<file path="config.mk">
export PLATFORM = sky130hd
export DESIGN_NAME = fip_top
export DESIGN_NICKNAME = d
export VERILOG_FILES = /design/src/hdl/fip_pkg.sv /design/src/hdl/fip_if.sv /design/src/hdl/fip_top.sv /design/src/hdl/fip_arb.sv
export VERILOG_INCLUDE_DIRS = /design/src /design/src/hdl
export SDC_FILE = /design/constraint.sdc
export NUM_CORES = 1
export LEC_CHECK = 0
export BUFFER_PORTS_ARGS = -buffer_cell sky130_fd_sc_hd__buf_2
export CORE_ASPECT_RATIO = 1.1
export CORE_UTILIZATION = 35
export DETAILED_ROUTE_END_ITERATION = 7
export PLACE_DENSITY = 0.51
export SLEW_MARGIN = 30
export SYNTH_ARGS = -nofsm -noshare
export SYNTH_HDL_FRONTEND = slang
export SYNTH_SLANG_ARGS = --single-unit
</file>
<file path="constraint.sdc">
create_clock -name I_CLK_SYS -period 16.25 [get_ports I_CLK_SYS]
set_clock_uncertainty 0.2 [all_clocks]
set_input_delay 3.25 -clock I_CLK_SYS [delete_from_list [all_inputs] [get_ports I_CLK_SYS]]
set_output_delay 3.25 -clock I_CLK_SYS [all_outputs]
set_load 0.005 [all_outputs]
</file>
<file path="src/hdl/fip_regs.svh">
`ifndef FIP_REGS_SVH
`define FIP_REGS_SVH

// register addresses
`define FIP_ADDR_EN_A    8'hA8
`define FIP_ADDR_EN_B    8'hE8
`define FIP_ADDR_PHI_A   8'hB7
`define FIP_ADDR_PLO_A   8'hB8
`define FIP_ADDR_PLO_B   8'hF8
`define FIP_ADDR_PHI_B   8'hF7

// field positions
`define FIP_GEN_BIT      7
`define FIP_SRC_TOP      6

// reset and write masks
`define FIP_RST_BYTE     8'h00
`define FIP_MASK_A       8'h7F
`define FIP_MASK_B       8'hFF
`define FIP_NO_ACTIVE    4'h0

`endif

</file>
<file path="src/hdl/fip_pkg.sv">
package fip_pkg;

  typedef logic [1:0] fip_lvl_t;
  typedef logic [3:0] fip_id_t;

  // source index: 0 ext0, 1 tmr0, 2 ext1, 3 tmr1, 4 uart, 5 twowire, 6 conv,
  // 7..10 capture0..3, 11..13 match0..2, 14 t2 overflow
  typedef fip_id_t fip_order_t [15];

  localparam fip_order_t FIP_ORDER = '{4'h0, 4'h5, 4'h6, 4'h1, 4'h7, 4'hB, 4'h2, 4'h8,
                                        4'hC, 4'h3, 4'h9, 4'hD, 4'h4, 4'hA, 4'hE};

  typedef struct packed {
    logic [7:0] en_a;
    logic [7:0] en_b;
    logic [7:0] phi_a;
    logic [7:0] plo_a;
    logic [7:0] plo_b;
    logic [7:0] phi_b;
    logic [3:0] active;
    logic       req;
    fip_id_t    id;
    fip_lvl_t   lvl;
    logic [7:0] rdata;
  } fip_state_t;

endpackage

</file>
<file path="src/hdl/fip_if.sv">
`timescale 1ns/10ps
interface fip_if;
  import fip_pkg::*;

  logic        clk;
  logic        rst_n;
  logic [14:0] pend;
  logic [14:0] hi;
  logic [14:0] lo;
  logic        vld;
  fip_id_t     id;
  fip_lvl_t    lvl;

  modport arb (input clk, input rst_n, input pend, input hi, input lo, output vld, output id, output lvl);
  modport ctl (output clk, output rst_n, output pend, output hi, output lo, input vld, input id, input lvl);
endinterface

</file>
<file path="src/hdl/fip_top.sv">
`timescale 1ns/10ps
`include "fip_regs.svh"
module fip_top
  import fip_pkg::*;
(
  input  wire logic        I_CLK_SYS,
  input  wire logic        I_RST_N,
  input  wire logic        I_CE,
  input  wire logic [7:0]  I_SFR_ADDR,
  input  wire logic [7:0]  I_SFR_WDATA,
  input  wire logic        I_SFR_WR,
  input  wire logic        I_SFR_RD,
  output      logic [7:0]  O_SFR_RDATA,
  input  wire logic [14:0] I_IRQ_FLAGS,
  output      logic        O_IRQ_REQ,
  output      logic [3:0]  O_IRQ_ID,
  output      logic [1:0]  O_IRQ_LVL,
  input  wire logic        I_IRQ_ACK,
  input  wire logic        I_IRQ_RETI,
  output      logic [3:0]  O_IN_SERVICE
);

  fip_state_t  r;
  fip_state_t  next_r;
  fip_if       u_if ();
  logic [14:0] src_en;
  logic [2:0]  svc_top;

  fip_arb u_arb (
    .bus (u_if)
  );

  // highest level in service, bit 2 flags that any level is in service
  function automatic logic [2:0] top_level(input logic [3:0] a);
    top_level = 3'h0;
    for (int i = 0; i < 4; i++)
    begin
      if (a[i])
        top_level = {1'b1, 2'(i)};
    end
  endfunction

  assign u_if.clk   = I_CLK_SYS;
  assign u_if.rst_n = I_RST_N;
  assign src_en     = {r.en_b, r.en_a[`FIP_SRC_TOP:0]};
  assign svc_top    = top_level(r.active);
  assign u_if.pend  = I_IRQ_FLAGS & src_en & {15{r.en_a[`FIP_GEN_BIT]}};
  assign u_if.hi   = {r.phi_b, r.phi_a[`FIP_SRC_TOP:0]};
  assign u_if.lo   = {r.plo_b, r.plo_a[`FIP_SRC_TOP:0]};

  always_comb
  begin
    logic [2:0] top;
    top    = 3'h0;
    next_r = r;
    if (I_SFR_WR)
    begin
      unique case (I_SFR_ADDR)
        `FIP_ADDR_EN_A:  next_r.en_a  = I_SFR_WDATA;
        `FIP_ADDR_EN_B:  next_r.en_b  = I_SFR_WDATA;
        `FIP_ADDR_PHI_A: next_r.phi_a = I_SFR_WDATA & `FIP_MASK_A;
        `FIP_ADDR_PLO_A: next_r.plo_a = I_SFR_WDATA & `FIP_MASK_A;
        `FIP_ADDR_PLO_B: next_r.plo_b = I_SFR_WDATA;
        `FIP_ADDR_PHI_B: next_r.phi_b = I_SFR_WDATA;
        default:         next_r.en_a  = r.en_a;
      endcase
    end
    // other addresses belong to other blocks, so they read as zero here
    next_r.rdata = `FIP_RST_BYTE;
    if (I_SFR_RD)
    begin
      unique case (I_SFR_ADDR)
        `FIP_ADDR_EN_A:  next_r.rdata = r.en_a;
        `FIP_ADDR_EN_B:  next_r.rdata = r.en_b;
        `FIP_ADDR_PHI_A: next_r.rdata = r.phi_a;
        `FIP_ADDR_PLO_A: next_r.rdata = r.plo_a;
        `FIP_ADDR_PLO_B: next_r.rdata = r.plo_b;
        `FIP_ADDR_PHI_B: next_r.rdata = r.phi_b;
        default:         next_r.rdata = `FIP_RST_BYTE;
      endcase
    end
    // return first, so an ack in the same cycle nests on the resumed level
    top = top_level(r.active);
    if (I_IRQ_RETI && top[2])
      next_r.active = r.active & ~(4'h1 << top[1:0]);
    if (I_IRQ_ACK && r.req)
      next_r.active = next_r.active | (4'h1 << r.lvl);
    // compare against the updated stack, so a just-taken source cannot ask again
    top          = top_level(next_r.active);
    next_r.req   = u_if.vld && (!top[2] || u_if.lvl > top[1:0]);
    next_r.id    = u_if.id;
    next_r.lvl   = u_if.lvl;
  end

  always_ff @(posedge I_CLK_SYS or negedge I_RST_N)
  begin
    if (!I_RST_N)
      r <= '0;
    else if (I_CE)
      r <= next_r;
  end

  assign O_SFR_RDATA  = r.rdata;
  assign O_IRQ_REQ    = r.req;
  assign O_IRQ_ID     = r.id;
  assign O_IRQ_LVL    = r.lvl;
  assign O_IN_SERVICE = r.active;
endmodule

</file>
<file path="src/hdl/fip_arb.sv">
`timescale 1ns/10ps
module fip_arb
  import fip_pkg::*;
(
  fip_if.arb bus
);

  fip_lvl_t src_lvl [15];
  logic     higher_seen;
  logic     earlier_tie;

  genvar g;
  generate
    for (g = 0; g < 15; g++)
    begin : g_lvl
      assign src_lvl[g] = {bus.hi[g], bus.lo[g]};
    end
  endgenerate

  // strict compare lets the earlier entry of the fixed order keep a tie
  always_comb
  begin
    bus.vld = 1'b0;
    bus.id  = 4'h0;
    bus.lvl = 2'h0;
    for (int k = 0; k < 15; k++)
    begin
      if (bus.pend[FIP_ORDER[k]] && (!bus.vld || src_lvl[FIP_ORDER[k]] > bus.lvl))
      begin
        bus.vld = 1'b1;
        bus.id  = FIP_ORDER[k];
        bus.lvl = src_lvl[FIP_ORDER[k]];
      end
    end
  end

  // helper for checking only
  always_comb
  begin
    higher_seen = 1'b0;
    earlier_tie = 1'b0;
    for (int k = 0; k < 15; k++)
    begin
      if (bus.pend[FIP_ORDER[k]] && src_lvl[FIP_ORDER[k]] > bus.lvl)
        higher_seen = 1'b1;
    end
    for (int k = 0; k < 15; k++)
    begin
      if (FIP_ORDER[k] == bus.id)
        break;
      if (bus.pend[FIP_ORDER[k]] && src_lvl[FIP_ORDER[k]] == bus.lvl)
        earlier_tie = 1'b1;
    end
  end
endmodule

</file>
==> impl_results.md, run 1 <==
- Syn. warnings: 0
- CTS hold repair buffers: 0
- CTS sink cnt: 65
- Outcome: finished with violations
- Share of cells above drive strength 1: approximately 50%
- Starting Density: 35.9%
- Seq/Total Area, Yosys: 34.3%
- Worst setup startpoint: I_IRQ_FLAGS[0]
- Fmax: 53.3 MHz
- FF-to-FF path depth: 93
- Worst Setup Slack post-DPL: -3.16 ns
- Most frequent cells in the layout: 94 x buf_4, 65 x dfrtp_1, 61 x mux2_2, 55 x buf_2, 35 x nand2_1
- Die span in y: 124 µm
- Syn nets: 558
- IO Pins: 57
- Setup TNS Final: -13.81 ns
- Reg clk slew, reported paths: 0.06 ns
- Cell count after placement: between 700 and 800
- Startpoint type of the worst setup path: input port
- GRT Overall Usage: 21.8%
- Final setup fails: 7
- WHS Path Cells: 1
- Root Buffer: clkbuf_16
- Maximum clock path buffer count: 2
- Worst-path fanout max: 4
- VDD IR max: 0.0697 mV
- CTS buffer count: 9
- Fill cells: 1249
- Mapped cell area: 0.00474 mm²
- Core Region: 0.0132 mm²
- Final ANT Viol Nets: 0
- Routability cong.: 0.835
- Failing checks: negative setup slack
- Synth area leader: dfrtp_1
- CP top delay family: compound AO/OA/AOI/OAI gates
- N_diodes: 0
- Setup CP Type: in2reg
- Required @ worst endpoint: about 16 ns
- Total area of sequential cells: approximately 0.0016 mm²
- Arrival @ worst endpoint: 18.77 ns
- Total Die Area: 0.0140 mm²
- Min Hold Slack: ~0.30 ns
- P_leak: approximately 0.0032 µW
- Top cell type's share of synthesized area: 34.3%
- Final Power: 398 µW
- Most used cell, CP: ha_4
- Vias in the first global route: 4338
- Initial antenna violation count: 0
- First-pass GRT wire length: 23.0 mm
- Largest net degree at the start of global routing: 66
- H-tree Lvls: 3
- Rows: between 40 and 50
- Critical Path Stages: 94
- Multi-input gate area: 0.00337 mm²
- GRT overflow: 0
- DR vias: between 4000 and 5000
- Unrepaired setup endpoints after global routing: yes
- RR Startpoint: r[66]
- Via density: around 5.5
- CP bufs+invs: 4
- HP Start: O_IRQ_ID[0]
- Final slew viol count: 0
- DRC Markers: 0
- Initial drt markers: 286
- Post-Layout Cell Count: 804
- Period utilization: 115%
- Hold WC Path Type: reg2reg
- CTS tree: done
- HPWL after detailed placement: 10.9 mm
- Max incr delay on CP: 0.36 ns
- Synth top area cells: dfrtp_1 34%, mux2_2 15%, ha_1 6.3%
- Final-report hold violation count: 0
- Syn Area/Cell: 9.56 µm²
- Async SR Flop Fraction: 100%
- Commonest non-fill, non-tap cell in the layout: buf_4
- Nets: 700
- Cell variety after synth: 69
- CP Capture Type: flop
- Tmin final: approximately 19 ns
- Worst Max-Slew Pin Slew: 0.907 ns
- Wire length per cell: 18.3 µm
- Port Buffers: 56
- Max-slew headroom: 39.4%
- Power density over cell area: 59.1 mW/mm²
- EDFF count, synth: 0
- Fin worst setup slack: -2.49 ns
- Register bit count reported by yosys: 65
- Mapped Cells: approximately 500
- TritonRoute pass-1 iters: 6
- Slowest CP cell: o32a_1
- Synth Flop Type: dfrtp_1
- WL final: 14.7 mm
- Clock latency on the worst-skew pair: between 0.3 and 0.4 ns
- Total of max-cap violations: 0
- Die X: 113 µm
- Area grow syn2layout: 42.0%
per-layer routing:
layer	up-vias	GRT usage, %	share of wire, %
met4	0	5.92	2.3
met3	23	4.43	3.3
met1	2196	25.6	42
met2	90	40.5	53
li1	2134	-	-
met5	-	0	0
cells in the mapped netlist (all sizes together), types with 2 or more instances:
| master | count |
|---|---|
| a222oi | 6 |
| o21ai | 14 |
| a21o | 6 |
| o31ai | 5 |
| a22o | 5 |
| clkbuf | 9 |
| nor2b | 13 |
| a31oi | 9 |
| o2111ai | 2 |
| o22ai | 7 |
| nand4 | 8 |
| a32o | 3 |
| o211a | 2 |
| nand3 | 16 |
| mux2 | 66 |
| dfrtp | 65 |
| a211oi | 5 |
| and3 | 12 |
| nand2 | 41 |
| mux2i | 2 |
| ha | 24 |
| inv | 35 |
| o21a | 4 |
| a21boi | 3 |
| a221oi | 5 |
| and2 | 5 |
| a21oi | 18 |
| o211ai | 7 |
| buf | 20 |
| a22oi | 8 |
| nand2b | 4 |
| nor3 | 6 |
| o32a | 2 |
| o41ai | 2 |
| nor2 | 33 |
| or2 | 3 |
final cells by class:
class | instances | area share, %
Multi-Input combinational cell | 367 | 50.1
Inverter | 35 | 1.95
Clock inverter | 6 | 0.725
Clock buffer | 10 | 3.55
Tap cell | 161 | 2.99
Sequential cell | 65 | 24.2
Timing Repair Buffer | 160 | 16.5
cells by family (layout without fill, tap and decap cells):
family	after synthesis	after routing	share of synthesized area, %
and+or+nand+nor	147	147	15.3
muxes	68	68	16.3
AOI/OAI and AO/OA	127	127	21.1
DFF	65	65	34.3
adders and majority gates	25	25	6.54
buffers and inverters	64	211	6.49
per-stage QoR:
step | instance area [µm²] | util (%)
final | 6730 | 50.9
after global routing | 6730 | 50.9
after CTS | 6560 | 49.7
after detailed placement | 5760 | 43.6
after global placement | 5750 | 43.6
after floorplan | 4930 | -
timing repair:
action,4_1_cts,5_1_grt
pin swaps,21,14
buffers inserted,30,6
resized for setup,53,20
endpoints found under the setup margin,7,7
power breakdown:
group / switching, µW / total [µW] / internal [µW] / leakage (µW)
registers: 5.28 / 171 / 166 / 0.000887
clock network: 76.9 / 186 / 109 / 0.000132
logic: 22.3 / 40.7 / 18.4 / 0.00214
path summary, 6_finish.rpt:
| check | endpoint | slack, ns |
|---|---|---|
| worst max-delay path | O_IRQ_REQ | -2.49 |
| worst min-delay path | O_IRQ_ID[0] | 0.30 |
| worst max register to register | O_IRQ_REQ | 0.01 |
| worst min register to register | O_IRQ_ID[0] | 0.30 |
| max in group asynchronous | r[19] | 12.37 |
| min in group asynchronous | O_IRQ_ID[1] | 2.87 |
state kept, by name, indices dropped and copies added (netlist names):
register / flops
O_SFR_RDATA: 8
O_IN_SERVICE: 4
r: 46
O_IRQ_REQ: 1
O_IRQ_LVL: 2
O_IRQ_ID: 4
Note: power is estimated with default switching activity, not from simulation.
==> run 2: changes to the inputs <==
--- a/config.mk
+++ b/config.mk
@@ -8,9 +8,9 @@
 export LEC_CHECK = 0
 export BUFFER_PORTS_ARGS = -buffer_cell sky130_fd_sc_hd__buf_2
 export CORE_ASPECT_RATIO = 1.1
-export CORE_UTILIZATION = 35
+export CORE_UTILIZATION = 54
 export DETAILED_ROUTE_END_ITERATION = 7
-export PLACE_DENSITY = 0.51
+export PLACE_DENSITY = 0.75
 export SLEW_MARGIN = 30
 export SYNTH_ARGS = -nofsm -noshare
 export SYNTH_HDL_FRONTEND = slang
==> run 2 against run 1 <==
The flow still finishes with violations (negative setup slack). Critical path depth did not move. First-iteration DRC count rose by 40%. Utilization rose by 27 points. Combinational power rose by 3%. Cell area fell by 1.6%. Sequential share of layout area rose by 0.39 points. Register-to-register slack got worse by 0.49 ns.
==> impl_results.md, run 2 (synthesis gave the netlist of run 1 again) <==
- Slowest CP cell: o32a_1 (unchanged)
- Worst Max-Slew Pin Slew: 0.863 ns (was 0.907 ns)
- Wire length per cell: 20.6 µm (was 18.3 µm)
- P_leak: 0.00318 µW (was 0.00316 µW)
- Max incr delay on CP: 0.36 ns (about the same)
- Int Pwr: 272 µW (was 293 µW)
- Tmin final: 19.22 ns (was 18.74 ns)
- Max-slew headroom: 42.4% (was 39.4%)
- Startpoint type of the worst setup path: input port (unchanged)
- Reg2Reg Setup Slack: -0.48 ns (was 0.01 ns)
- Flop pwr share: 46.4% (was 43.1%)
- Max reg flops: 46 (unchanged)
- Commonest non-fill, non-tap cell in the layout: buf_4 (unchanged)
- Maximum clock path buffer count: 2 (unchanged)
- Worst setup startpoint: I_IRQ_FLAGS[0] (unchanged)
- Most used cell, CP: ha_1 (was ha_4)
- Area grow syn2layout: 39.7% (was 42.0%)
- HPWL after detailed placement: 10.1 mm (was 10.9 mm)
- IO Pins: 57 (unchanged)
- Fin worst setup slack: -2.97 ns (was -2.49 ns)
- Core Region: 0.00845 mm² (was 0.0132 mm²)
- Net load switching power: 98.0 µW (was 104 µW)
- Nets: 707 (was 700)
- Sw Share: 26.5% (was 26.3%)
- Vias in the first global route: 4765 (was 4338)
- Rows: 35 (was 44)
- Setup TNS Final: -16.51 ns (was -13.81 ns)
- Die X: 91.4 µm (was 113 µm)
- Outcome: finished with violations (unchanged)
- VDD IR max: 0.0704 mV (was 0.0697 mV)
- GRT overflow: 0 (unchanged)
- CTS tree: done (unchanged)
- Fmax: 52.0 MHz (was 53.3 MHz)
- Port Buffers: 56 (unchanged)
- Largest net degree at the start of global routing: 66 (unchanged)
- Total Die Area: 0.00916 mm² (was 0.0140 mm²)
- Starting Density: 56.1% (was 35.9%)
- Routability cong.: 0.879 (was 0.835)
- WL final: 15.6 mm (was 14.7 mm)
- Initial antenna violation count: 0 (unchanged)
- Unrepaired setup endpoints after global routing: yes (unchanged)
- Via density: 6.40 (was 5.53)
- Hold WC Path Type: reg2reg (unchanged)
- DR vias: 4869 (was 4443)
- Final setup fails: 7 (unchanged)
- First-pass GRT wire length: 23.4 mm (was 23.0 mm)
- Die span in y: 100 µm (was 124 µm)
- Most frequent cells in the layout: 105 x buf_4, 65 x dfrtp_1, 61 x mux2_2, 55 x buf_2, 34 x nand2_1 (was 94 x buf_4, 65 x dfrtp_1, 61 x mux2_2, 55 x buf_2, 35 x nand2_1)
- Critical Path End: O_IRQ_REQ (unchanged)
- Total of max-cap violations: 0 (unchanged)
- Reg-to-reg endpoint: O_IRQ_REQ (unchanged)
- Biggest register: r (unchanged)
- RR Startpoint: r[59] (was r[66])
- Required @ worst endpoint: 16.30 ns (was 16.27 ns)
- Clock share of power: 42.3% (was 46.7%)
- Initial drt markers: 401 (was 286)
- Min Hold Slack: 0.314 ns (was 0.298 ns)
- Worst-path fanout max: 4 (unchanged)
- GRT Overall Usage: 33.2% (was 21.8%)
- CTS sink cnt: 65 (unchanged)
- Clock latency on the worst-skew pair: 0.36 ns (was 0.34 ns)
- Worst Setup Slack post-DPL: -3.27 ns (was -3.16 ns)
- Power density over cell area: 55.8 mW/mm² (was 59.1 mW/mm²)
- Arrival @ worst endpoint: 19.27 ns (was 18.77 ns)
- Combinational Power Share: 11.3% (was 10.2%)
- CP Capture Type: flop (unchanged)
- H-tree Lvls: 3 (unchanged)
- Failing checks: negative setup slack (unchanged)
- Final slew viol count: 0 (unchanged)
- Share of cells above drive strength 1: 51.2% (was 50.7%)
- Root Buffer: clkbuf_8 (was clkbuf_16)
- N_diodes: 0 (unchanged)
- FF-to-FF path depth: 93 (unchanged)
- Final ANT Viol Nets: 0 (unchanged)
- Reg clk slew, reported paths: 0.08 ns (was 0.06 ns)
- TritonRoute pass-1 iters: 5 (was 6)
- DRC Markers: 0 (unchanged)
- Final-report hold violation count: 0 (unchanged)
- Setup CP Type: in2reg (unchanged)
- CTS buffer count: 9 (unchanged)
- Period utilization: 118% (was 115%)
## run 2: changes by cell type in the layout (fill, tap and decap cells not counted), moves of 3 or more
cell,change
buf_4,+11
buf_6,-3
clkbuf_16,-9
clkbuf_8,+8
nor2_1,+3
## run 2: power by group through the flow
stage / Sequential, µW / Clock, µW / Combinational [µW]
finish: 172 / 156 / 41.8
global route: 172 / 162 / 45.1
CTS: 171 / 156 / 38.1
detailed placement: 174 / 0 / 35.3
global placement: 174 / 0 / 33.8
floorplan: 172 / 0 / 19.5
## run 2: worst min-delay path by stage
stage / from / endpoint / slack (ns) / depth (start not counted)
after floorplan: O_SFR_RDATA[7] / O_SFR_RDATA[7] / 0.25 / 2
after global placement: O_SFR_RDATA[7] / O_SFR_RDATA[7] / 0.28 / 2
after detailed placement: O_IRQ_ID[0] / O_IRQ_ID[0] / 0.30 / 1
after CTS: O_IRQ_ID[0] / O_IRQ_ID[0] / 0.32 / 1
after global routing: O_SFR_RDATA[7] / O_SFR_RDATA[7] / 0.33 / 2
final: O_SFR_RDATA[7] / O_SFR_RDATA[7] / 0.31 / 2
## run 2: through the flow
stage / instance area (µm²) / util [%] / std cells / power (µW)
finish: 6620 / 78.4 / 761 / 370
global route: 6620 / 78.4 / 761 / 379
CTS: 6400 / 75.7 / 750 / 365
detailed placement: 5660 / 67.0 / 697 / 209
global placement: 5650 / 66.9 / 697 / 207
floorplan: 4930 / - / 496 / 191
## run 2: what timing repair did
action,CTS,global route
setup endpoints to repair,7,7
gates resized for setup,41,29
hold buffers,0,0
pin swaps,24,21
buffers inserted,37,11
## run 2: cell type report
class	count	area, µm²
well taps	111	139
clock inverters	6	90.1
flip-flops and latches	65	1630
inverters	35	131
fillers	509	1830
multi-input cells	367	3370
clock buffers	10	128
repair buffers	167	1140
## run 2: routing by layer
layer / share of wire, % / global-route usage [%] / up-vias
li1: - / - / 2150
met1: 36 / 36.3 / 2362
met2: 50 / 59.8 / 266
met3: 7.7 / 7.95 / 91
met4: 5.8 / 17.5 / 0
met5: 0 / 0 / -
## run 2: critical path, delay by kind of cell
kind | cells | cell delay [ns]
AOI/OAI and AO/OA | 40 | 6.45
adders and majority gates | 15 | 3.80
buffers and inverters | 6 | 0.48
muxes | 5 | 1.52
and+or+nand+nor | 28 | 3.74
